File: src/rtl/pie_consts.svh
// register offsets, field positions and reset values of the enable bank
`ifndef PIE_CONSTS_SVH
`define PIE_CONSTS_SVH
`define PIE_ADDR_LOGIC_TIMER_GATE 12'h71b
`define PIE_ADDR_CAPTURE_COMPARE 12'h71c
`define PIE_ADDR_INT_CONTROL 12'h720
`define PIE_RST_LOGIC_TIMER_GATE 8'h00
`define PIE_RST_CAPTURE_COMPARE 8'h00
`define PIE_RST_INT_CONTROL 8'h00
`define PIE_MASK_LOGIC_TIMER_GATE 8'hf7
`define PIE_MASK_CAPTURE_COMPARE 8'h0f
`define PIE_MASK_INT_CONTROL 8'h40
`define PIE_BIT_GLOBAL_PERIPH 6
`define PIE_CELL_HI 7
`define PIE_CELL_LO 4
`define PIE_TGATE_HI 2
`define PIE_TGATE_LO 0
`define PIE_CC_HI 3
`define PIE_CC_LO 0
`endif

File: src/rtl/pie_pkg.sv
// types of the peripheral interrupt enable bank
`default_nettype none
package pie_pkg;
    typedef struct packed {
        logic [3:0] logic_cell;  // cells 4..1
        logic [2:0] timer_gate;  // timers 5,3,1
        logic [3:0] capcomp;     // units 4..1
    } pie_irq_t;
endpackage : pie_pkg
`default_nettype wire

File: src/rtl/pie_enable_bank.sv
// peripheral interrupt enable bank with gating toward the core
// ==========================================================
// Overview of operation
// - first register: logic cells 4..1, bit3 absent
// - first register bits 2..0: timer gates 5,3,1
// - second register: capture/compare 4..1 in bits 3..0
// - enable 1 passes, 0 blocks; reset clears
// - global peripheral enable gates every request
`timescale 1ns/1ps
`default_nettype none
`include "pie_consts.svh"
module pie_enable_bank #(
    parameter int ADDR_W = 12
) (
    input wire logic sys_clk,                // 50 MHz clock
    input wire logic rst_b,                  // async reset, active low
    input wire logic [ADDR_W-1:0] reg_addr,  // register address
    input wire logic [7:0] reg_wdata,        // write data
    input wire logic reg_wr,                 // write strobe
    input wire logic reg_rd,                 // read strobe
    output logic [7:0] reg_rdata,            // read data, cycle after rd
    input wire pie_pkg::pie_irq_t irq_req,   // peripheral flags, same clock
    output pie_pkg::pie_irq_t irq_out        // gated requests to core
);
    // the decoder compares against 12-bit offsets
    if (ADDR_W < 12) begin : g_addr_w_chk
        $error("ADDR_W must be at least 12");
    end

    // ==========================================================
    // reset release
    logic rst_s1_q, rst_n_q;
    always_ff @(posedge sys_clk or negedge rst_b) begin
        if (!rst_b) begin
            rst_s1_q <= 1'b0;
            rst_n_q <= 1'b0;
        end else begin
            rst_s1_q <= 1'b1;
            rst_n_q <= rst_s1_q;
        end
    end

    // ==========================================================
    // registers
    logic [7:0] ltg_q, ltg_d, cc_q, cc_d, ictl_q, ictl_d, rdata_d;

    function automatic logic hit(input logic [ADDR_W-1:0] a,
                                 input logic [11:0] off);
        hit = (a == ADDR_W'(off));
    endfunction : hit

    always_comb begin
        ltg_d = ltg_q;
        cc_d = cc_q;
        ictl_d = ictl_q;
        rdata_d = 8'h00;
        if (reg_wr) begin
            if (hit(reg_addr, `PIE_ADDR_LOGIC_TIMER_GATE))
                ltg_d = reg_wdata & `PIE_MASK_LOGIC_TIMER_GATE;
            if (hit(reg_addr, `PIE_ADDR_CAPTURE_COMPARE))
                cc_d = reg_wdata & `PIE_MASK_CAPTURE_COMPARE;
            if (hit(reg_addr, `PIE_ADDR_INT_CONTROL))
                ictl_d = reg_wdata & `PIE_MASK_INT_CONTROL;
        end
        // unmapped addresses read zero
        if (reg_rd) begin
            if (hit(reg_addr, `PIE_ADDR_LOGIC_TIMER_GATE))
                rdata_d = ltg_q;
            else if (hit(reg_addr, `PIE_ADDR_CAPTURE_COMPARE))
                rdata_d = cc_q;
            else if (hit(reg_addr, `PIE_ADDR_INT_CONTROL))
                rdata_d = ictl_q;
        end
    end

    always_ff @(posedge sys_clk or negedge rst_b) begin
        if (!rst_b) begin
            ltg_q <= `PIE_RST_LOGIC_TIMER_GATE;
            cc_q <= `PIE_RST_CAPTURE_COMPARE;
            ictl_q <= `PIE_RST_INT_CONTROL;
            reg_rdata <= 8'h00;
        end else if (!rst_n_q) begin
            ltg_q <= `PIE_RST_LOGIC_TIMER_GATE;
            cc_q <= `PIE_RST_CAPTURE_COMPARE;
            ictl_q <= `PIE_RST_INT_CONTROL;
            reg_rdata <= 8'h00;
        end else begin
            ltg_q <= ltg_d;
            cc_q <= cc_d;
            ictl_q <= ictl_d;
            reg_rdata <= rdata_d;
        end
    end

    // ==========================================================
    // gating; registered so the core sees a glitch-free level
    logic global_en;
    pie_pkg::pie_irq_t irq_d;
    assign global_en = ictl_q[`PIE_BIT_GLOBAL_PERIPH];
    always_comb begin
        irq_d.logic_cell = irq_req.logic_cell
                           & ltg_q[`PIE_CELL_HI:`PIE_CELL_LO]
                           & {4{global_en}};
        irq_d.timer_gate = irq_req.timer_gate
                           & ltg_q[`PIE_TGATE_HI:`PIE_TGATE_LO]
                           & {3{global_en}};
        irq_d.capcomp = irq_req.capcomp
                        & cc_q[`PIE_CC_HI:`PIE_CC_LO]
                        & {4{global_en}};
    end
    always_ff @(posedge sys_clk or negedge rst_b) begin
        if (!rst_b)
            irq_out <= '0;
        else if (!rst_n_q)
            irq_out <= '0;
        else
            irq_out <= irq_d;
    end

    // ==========================================================
    // checks
    // the synchroniser holds no value before its first clock edge, so
    // checks wait for the pin and both stages to leave reset
    logic chk_en;
    assign chk_en = rst_b && rst_n_q;

    global_gate_a: assert property (
        @(posedge sys_clk) disable iff (!chk_en)
        !$past(global_en) |-> irq_out == '0)
        else $error("request passed with global enable off");

    cell_pass_a: assert property (
        @(posedge sys_clk) disable iff (!chk_en)
        irq_out.logic_cell == $past(irq_req.logic_cell
            & ltg_q[`PIE_CELL_HI:`PIE_CELL_LO] & {4{global_en}}))
        else $error("logic cell gating wrong");

    timer_pass_a: assert property (
        @(posedge sys_clk) disable iff (!chk_en)
        irq_out.timer_gate == $past(irq_req.timer_gate
            & ltg_q[`PIE_TGATE_HI:`PIE_TGATE_LO] & {3{global_en}}))
        else $error("timer gate gating wrong");

    capcomp_pass_a: assert property (
        @(posedge sys_clk) disable iff (!chk_en)
        irq_out.capcomp == $past(irq_req.capcomp
            & cc_q[`PIE_CC_HI:`PIE_CC_LO] & {4{global_en}}))
        else $error("capture compare gating wrong");

    cc_block_a: assert property (
        @(posedge sys_clk) disable iff (!chk_en)
        $past(cc_q[`PIE_CC_HI:`PIE_CC_LO]) == 4'h0 |->
        irq_out.capcomp == 4'h0)
        else $error("disabled capture compare passed");

    write_store_a: assert property (
        @(posedge sys_clk) disable iff (!chk_en)
        reg_wr && hit(reg_addr, `PIE_ADDR_LOGIC_TIMER_GATE) |=>
        ltg_q == ($past(reg_wdata) & `PIE_MASK_LOGIC_TIMER_GATE))
        else $error("enable write not stored");

    cc_store_a: assert property (
        @(posedge sys_clk) disable iff (!chk_en)
        reg_wr && hit(reg_addr, `PIE_ADDR_CAPTURE_COMPARE) |=>
        cc_q == ($past(reg_wdata) & `PIE_MASK_CAPTURE_COMPARE))
        else $error("capture compare write not stored");

    ictl_store_a: assert property (
        @(posedge sys_clk) disable iff (!chk_en)
        reg_wr && hit(reg_addr, `PIE_ADDR_INT_CONTROL) |=>
        ictl_q == ($past(reg_wdata) & `PIE_MASK_INT_CONTROL))
        else $error("control write not stored");

    hold_enables_a: assert property (
        @(posedge sys_clk) disable iff (!chk_en)
        !reg_wr |=> $stable(ltg_q) && $stable(cc_q))
        else $error("enables changed without a write");

    hold_ctrl_a: assert property (
        @(posedge sys_clk) disable iff (!chk_en)
        !reg_wr |=> $stable(ictl_q))
        else $error("control changed without a write");

    unimpl_zero_a: assert property (
        @(posedge sys_clk) disable iff (!chk_en)
        ltg_q[3] == 1'b0 && cc_q[7:4] == 4'h0)
        else $error("unimplemented bit set");

    ltg_read_a: assert property (
        @(posedge sys_clk) disable iff (!chk_en)
        reg_rd && hit(reg_addr, `PIE_ADDR_LOGIC_TIMER_GATE) |=>
        reg_rdata == $past(ltg_q))
        else $error("logic timer gate readback wrong");

    read_back_a: assert property (
        @(posedge sys_clk) disable iff (!chk_en)
        reg_rd && hit(reg_addr, `PIE_ADDR_CAPTURE_COMPARE) |=>
        reg_rdata == $past(cc_q))
        else $error("capture compare readback wrong");

    ictl_read_a: assert property (
        @(posedge sys_clk) disable iff (!chk_en)
        reg_rd && hit(reg_addr, `PIE_ADDR_INT_CONTROL) |=>
        reg_rdata == $past(ictl_q))
        else $error("control readback wrong");

    unmapped_read_a: assert property (
        @(posedge sys_clk) disable iff (!chk_en)
        reg_rd && !hit(reg_addr, `PIE_ADDR_LOGIC_TIMER_GATE)
        && !hit(reg_addr, `PIE_ADDR_CAPTURE_COMPARE)
        && !hit(reg_addr, `PIE_ADDR_INT_CONTROL) |=> reg_rdata == 8'h00)
        else $error("unmapped read not zero");

    rdata_idle_a: assert property (
        @(posedge sys_clk) disable iff (!chk_en)
        !reg_rd |=> reg_rdata == 8'h00)
        else $error("read data stands without a read");

    reset_clear_a: assert property (
        @(posedge sys_clk)
        !rst_n_q |-> ##1 (ltg_q == `PIE_RST_LOGIC_TIMER_GATE
                          && cc_q == `PIE_RST_CAPTURE_COMPARE))
        else $error("enables not cleared by reset");

    ctrl_reset_a: assert property (
        @(posedge sys_clk)
        !rst_n_q |-> ##1 (ictl_q == `PIE_RST_INT_CONTROL && irq_out == '0))
        else $error("control or requests not cleared by reset");
endmodule : pie_enable_bank
`default_nettype wire

File: config.mk
export PLATFORM = sky130hd
export DESIGN_NAME = pie_enable_bank
export DESIGN_NICKNAME = d
export VERILOG_FILES = /design/src/rtl/pie_pkg.sv /design/src/rtl/pie_enable_bank.sv
export VERILOG_INCLUDE_DIRS = /design/src /design/src/rtl
export SDC_FILE = /design/constraint.sdc
export NUM_CORES = 1
export LEC_CHECK = 0
export BUFFER_PORTS_ARGS = -buffer_cell sky130_fd_sc_hd__buf_4
export CAP_MARGIN = 10
export CORE_ASPECT_RATIO = 1.75
export CORE_MARGIN = 3
export CORE_UTILIZATION = 47
export DETAILED_ROUTE_END_ITERATION = 10
export GPL_TIMING_DRIVEN = 0
export PLACE_DENSITY_LB_ADDON = 0.12
export SLEW_MARGIN = 20
export SYNTH_ARGS = -nofsm -noshare
export SYNTH_HDL_FRONTEND = slang
export SYNTH_SLANG_ARGS = --single-unit
File: constraint.sdc
create_clock -name sys_clk -period 1.4 [get_ports sys_clk]
set_input_delay 0.21 -clock sys_clk [delete_from_list [all_inputs] [get_ports sys_clk]]
set_output_delay 0.21 -clock sys_clk [all_outputs]
set_load 0.05 [all_outputs]
After elaboration in Yosys (flattened, before gate mapping)
Index checks and enable logic that the tools add are counted.
{ "totals": {"out_inout_bits": 19, "register_bits": 45} }
{ "op_classes": {"muxes": 15, "reduce_logical": 3, "n_bitwise": 6, "n_eq_ne": 7} }
{ "op_table": {"columns": ["operator", "n"], "rows": [
  ["2-to-1 mux 8 bit", 14],
  ["== test 12 x 11 -> 1 bit, second input constant", 3],
  ["bitwise AND 4 bit", 4],
  ["2-to-1 mux 11 bit", 1],
  ["bitwise AND 3 bit", 2],
  ["inequality test 2 x 1 -> 1 bit, second input constant", 3],
  ["AND reduction 2 bit", 3],
  ["inequality test 2 bit, second input constant", 1]
]} }

Longest topological paths before layout
{ "depth": {"depth_word": 6, "mapped_depth": 4} }

Worst setup path before layout
OpenSTA, ideal clock, no wires.
{ "synth_path": {"path_type": "input to register", "startpoint": "input reg_addr[6]", "endpoint": "register cc_q[0]", "path_buffers": 0, "stages": 3, "setup_ns": 0.126, "path_slack_ns": 0.363, "t_arrival_ns": 0.911, "cell_sequence": "and4bb_2 -> nand4_2 -> mux2i_1"} }
{ "synth_between": {"elab_chain_cells": 3} }
{ "synth_rtl": {"columns": ["element", "line", "text"], "rows": [
  ["start: declaration", "pie_enable_bank.sv:17", "input wire logic [ADDR_W-1:0] reg_addr,"],
  ["== test 12 x 11 -> 1 bit", "pie_enable_bank.sv:49", "hit = (a == ADDR_W'(off));"],
  ["inequality test 2 x 1 -> 1 bit (no source line)", null, null],
  ["AND reduction 2 bit (no source line)", null, null],
  ["end signal: assignment", "pie_enable_bank.sv:79", "cc_q <= `PIE_RST_CAPTURE_COMPARE;"],
  ["end signal: assignment", "pie_enable_bank.sv:84", "cc_q <= `PIE_RST_CAPTURE_COMPARE;"],
  ["end: declaration", "pie_enable_bank.sv:45", "logic [7:0] ltg_q, ltg_d, cc_q, cc_d, ictl_q, ictl_d, rdata_d;"]
]} }
No other way between the ends.
A chain may end at the register's enable or synchronous reset.

Final worst setup path
{ "layout_path": {"startpoint": "register rst_n_q", "endpoint": "register irq_out[4] (netlist bit)"} }
{ "layout_between": {"elab_chain_cells": 1} }
{ "layout_rtl": {"columns": ["element", "line", "text"], "rows": [
  ["start: declaration", "pie_enable_bank.sv:32", "logic rst_s1_q, rst_n_q;"],
  ["start signal: assignment", "pie_enable_bank.sv:39", "rst_n_q <= rst_s1_q;"],
  ["2-to-1 mux 11 bit", "pie_enable_bank.sv:114", "else if (!rst_n_q)"],
  ["end signal: assignment", "pie_enable_bank.sv:117", "irq_out <= irq_d;"],
  ["end: declaration", "pie_enable_bank.sv:23", "output pie_pkg::pie_irq_t irq_out"]
]} }
No other way between the ends.

==> results by group <==
Critical path
  – Max stage delay on crit path: 0.37 ns
  – CP bufs+invs: 1
  – CP endpoint kind: flip-flop
  – Startpoint Class: flip-flop
  – Crit path max fanout: 10
  – Slowest CP cell: dfrtp_1
  – Worst EP required: 1.62 ns
  – Data arrival, critical path: 1.39 ns
  – Crit-path cells: and2_1, clkbuf_1, and3_1
  – Critical path class: reg -> reg
  – CP top delay family: simple AND/OR/NAND/NOR gates

Yosys
  – Top cell type's share of synthesized area: 61.0%
  – Synth unique cells: 24
  – Syn_nets: 150
  – Fraction of registers with async set/reset: 100%
  – Largest cells by area after synthesis: dfrtp_1, mux2i_1, nand2_1
  – EDFF count, synth: 0
  – Flops & latches, synth: 33
  – Seq/Total Area, Yosys: 61.0%
  – Mapped Area: 1350 µm²
  – Syn. warnings: 0
  – Avg Inst Size Synth: 11.8 µm²
  – Synth Instances: 115
  – Post-synth top area cell: dfrtp_1
  – Ys flop type: dfrtp_1

Power
  – Sw frac: 22.3%
  – Peak supply drop: 0.000681 V
  – Final Total Pwr: 1.77 mW
  – P_int: 1.38 mW
  – Logic pwr share: 8.0%
  – Cell Pwr Density: 944 nW/µm²
  – Sequential share of power: 54.1%
  – Switching power: 0.395 mW
  – Leakage: 1.07 nW
  – Power share of the clock group: 37.9%

STA
  – Fin crit period: 1.17 ns
  – Clock Skew: 0.00266 ns
  – Final period util: 83.6%
  – Final setup viols: 0
  – Worst setup margin: 0.230 ns
  – Slew Limit Fails: 0
  – FMAX: 854 MHz
  – Final Hold Fails: 0
  – TNS Setup: 0 ns
  – Unrepaired setup endpoints after global routing: no

Drt
  – Routed WL: 3020 µm
  – Wirelength per Cell: 14.8 µm
  – Vias/cell: 5.40
  – Remaining DRCs: 0
  – Detailed Route Iter0 Violations: 18
  – Final ANT Viol Nets: 0
  – Via count: 1102
  – DR pass1 iterations: 4

Final layout
  – Final Net Count: 211
  – Most frequent cells in the layout: buf_4, dfrtp_1, nand2_1
  – Final Cell Area: 1880 µm²
  – Most common cell after layout, fill and taps aside: buf_4
  – Area Overhead vs Synth: 38.7%
  – Share of layout cells above drive strength 1: 37.3%
  – Cell Count, Final, Fillers Out: 204
  – Antenna cells: 0
  – Fillers: 226

Placed design
  – Placed Instances: 195
  – Port-buffer cells: 53
  – Place WS: 0.0753 ns
  – Final RePlAce weighted congestion: 0.735
  – Placed instance area: 1790 µm²
  – Final HPWL DP: 2270 µm

GRT
  – Vias in the first global route: 1176
  – GRT Total Usage: 20.1%
  – Gr ovfl total: 0
  – First-pass GRT wire length: 5200 µm
  – Initial antenna violation count: 0
  – Largest net degree at the start of global routing: 34

CTS
  – Cells resized by post-CTS repair: 0
  – Clock Pin Slew Worst Setup and Hold Paths: 0.06 ns
  – Cts bufs inserted: 5
  – Clk root buf: clkbuf_8
  – CTS Sinks: 33
  – Clock Latency Late Sink: 0.28 ns
  – CTS tree: yes
  – Clock Path Buffers: 2
  – Number of H-tree levels: 2

Floorplan
  – Die Span X: 46.6 µm
  – Total core area: 2720 µm²
  – Num ports: 54
  – Die Area: 3590 µm²
  – Starting Density: 49.7%
  – # rows: 25
  – Die H: 77 µm

Run status
  – Outcome: complete, no violations

Run
  – Max cap viols: 0

Worst hold path
  – HP Class: in -> reg
synthesized netlist by cell type (2+ instances only):
cell type	instances
nor3_1	3
and2_1	2
inv_1	3
and3_1	11
nand4_2	2
mux2i_1	12
clkbuf_1	3
nand2_1	22
a22oi_1	3
nor2_1	5
and3b_1	2
dfrtp_1	33
nand4_1	3
worst paths after layout:
path                                  from    endpoint  slack, ns  cells after the start
max in group asynchronous            rst_b  irq_out[9]       0.71                      2
worst min register to register    rst_s1_q     rst_n_q       0.37                      0
worst min-delay path            irq_req[8]  irq_out[8]       0.16                      2
worst max-delay path               rst_n_q  irq_out[4]       0.23                      3
worst max register to register     rst_n_q  irq_out[4]       0.23                      3
min in group asynchronous            rst_b  irq_out[7]       0.40                      2
cell type report:
type | count | area, µm² | area share [%]
Clock inverter | 2 | 10.0 | 0.533
Sequential cell | 33 | 826 | 44.0
Timing Repair Buffer | 54 | 408 | 21.7
Clock buffer | 6 | 72.6 | 3.86
Tap cell | 27 | 33.8 | 1.80
Buffer | 4 | 18.8 | 0.999
Multi-Input combinational cell | 75 | 498 | 26.5
Inverter | 3 | 11.3 | 0.600
power by group through the flow:
| stage | Combinational [mW] | Clock [mW] | Sequential, mW |
|---|---|---|---|
| 2_1_floorplan | 0.0363 | 0 | 0.976 |
| 3_3_place_gp | 0.136 | 0 | 0.976 |
| 3_5_place_dp | 0.140 | 0 | 0.976 |
| 4_1_cts | 0.143 | 0.695 | 0.958 |
| 5_1_grt | 0.158 | 0.734 | 0.958 |
| 6_report | 0.141 | 0.673 | 0.958 |
worst reg2reg max path, delay by kind of cell (launching register included):
family,cells,cell delay [ns]
simple gates,2,0.39
buf+inv,1,0.34
flops,1,0.37
repair_timing:
item / CTS / global route
buffers inserted: 0 / 0
hold buffers: 1 / 0
endpoints found under the hold margin: 33 / 0
logic make-up (layout without fill, tap and decap cells):
logic type             count (synthesis)  count (layout)  synth area share, %
multiplexers                          12              12                 8.87
other                                  1               1                0.277
AO/OA/AOI/OAI                          4               4                 2.03
flip-flops                            33              33                 61.0
AND/OR/NAND/NOR                       58              58                 25.6
buffers and inverters                  7              69                 2.22
metal layers:
metal / global-route usage, % / part of all wire, %
met5: 0 / 0
met4: 9.40 / 2.2
met3: 4.69 / 8.5
met2: 34.9 / 56
met1: 21.2 / 34
stage by stage:
| step | hold slack, ns | utilization (%) |
|---|---|---|
| floorplan | -0.0856 | - |
| detailed placement | 0.170 | 65.6 |
| finish | 0.161 | 69.0 |
| global placement | 0.162 | 65.6 |
| CTS | 0.158 | 69.0 |
| global route | 0.160 | 69.0 |
state kept, by name, summed over array words and instances, names as in the netlist:
name and cells:
rst_n_q 1, reg_rdata 8, ltg_q 7, cc_q 4
rst_s1_q 1, ictl_q 1, irq_out 11
Note: power is estimated with default switching activity, not from simulation.
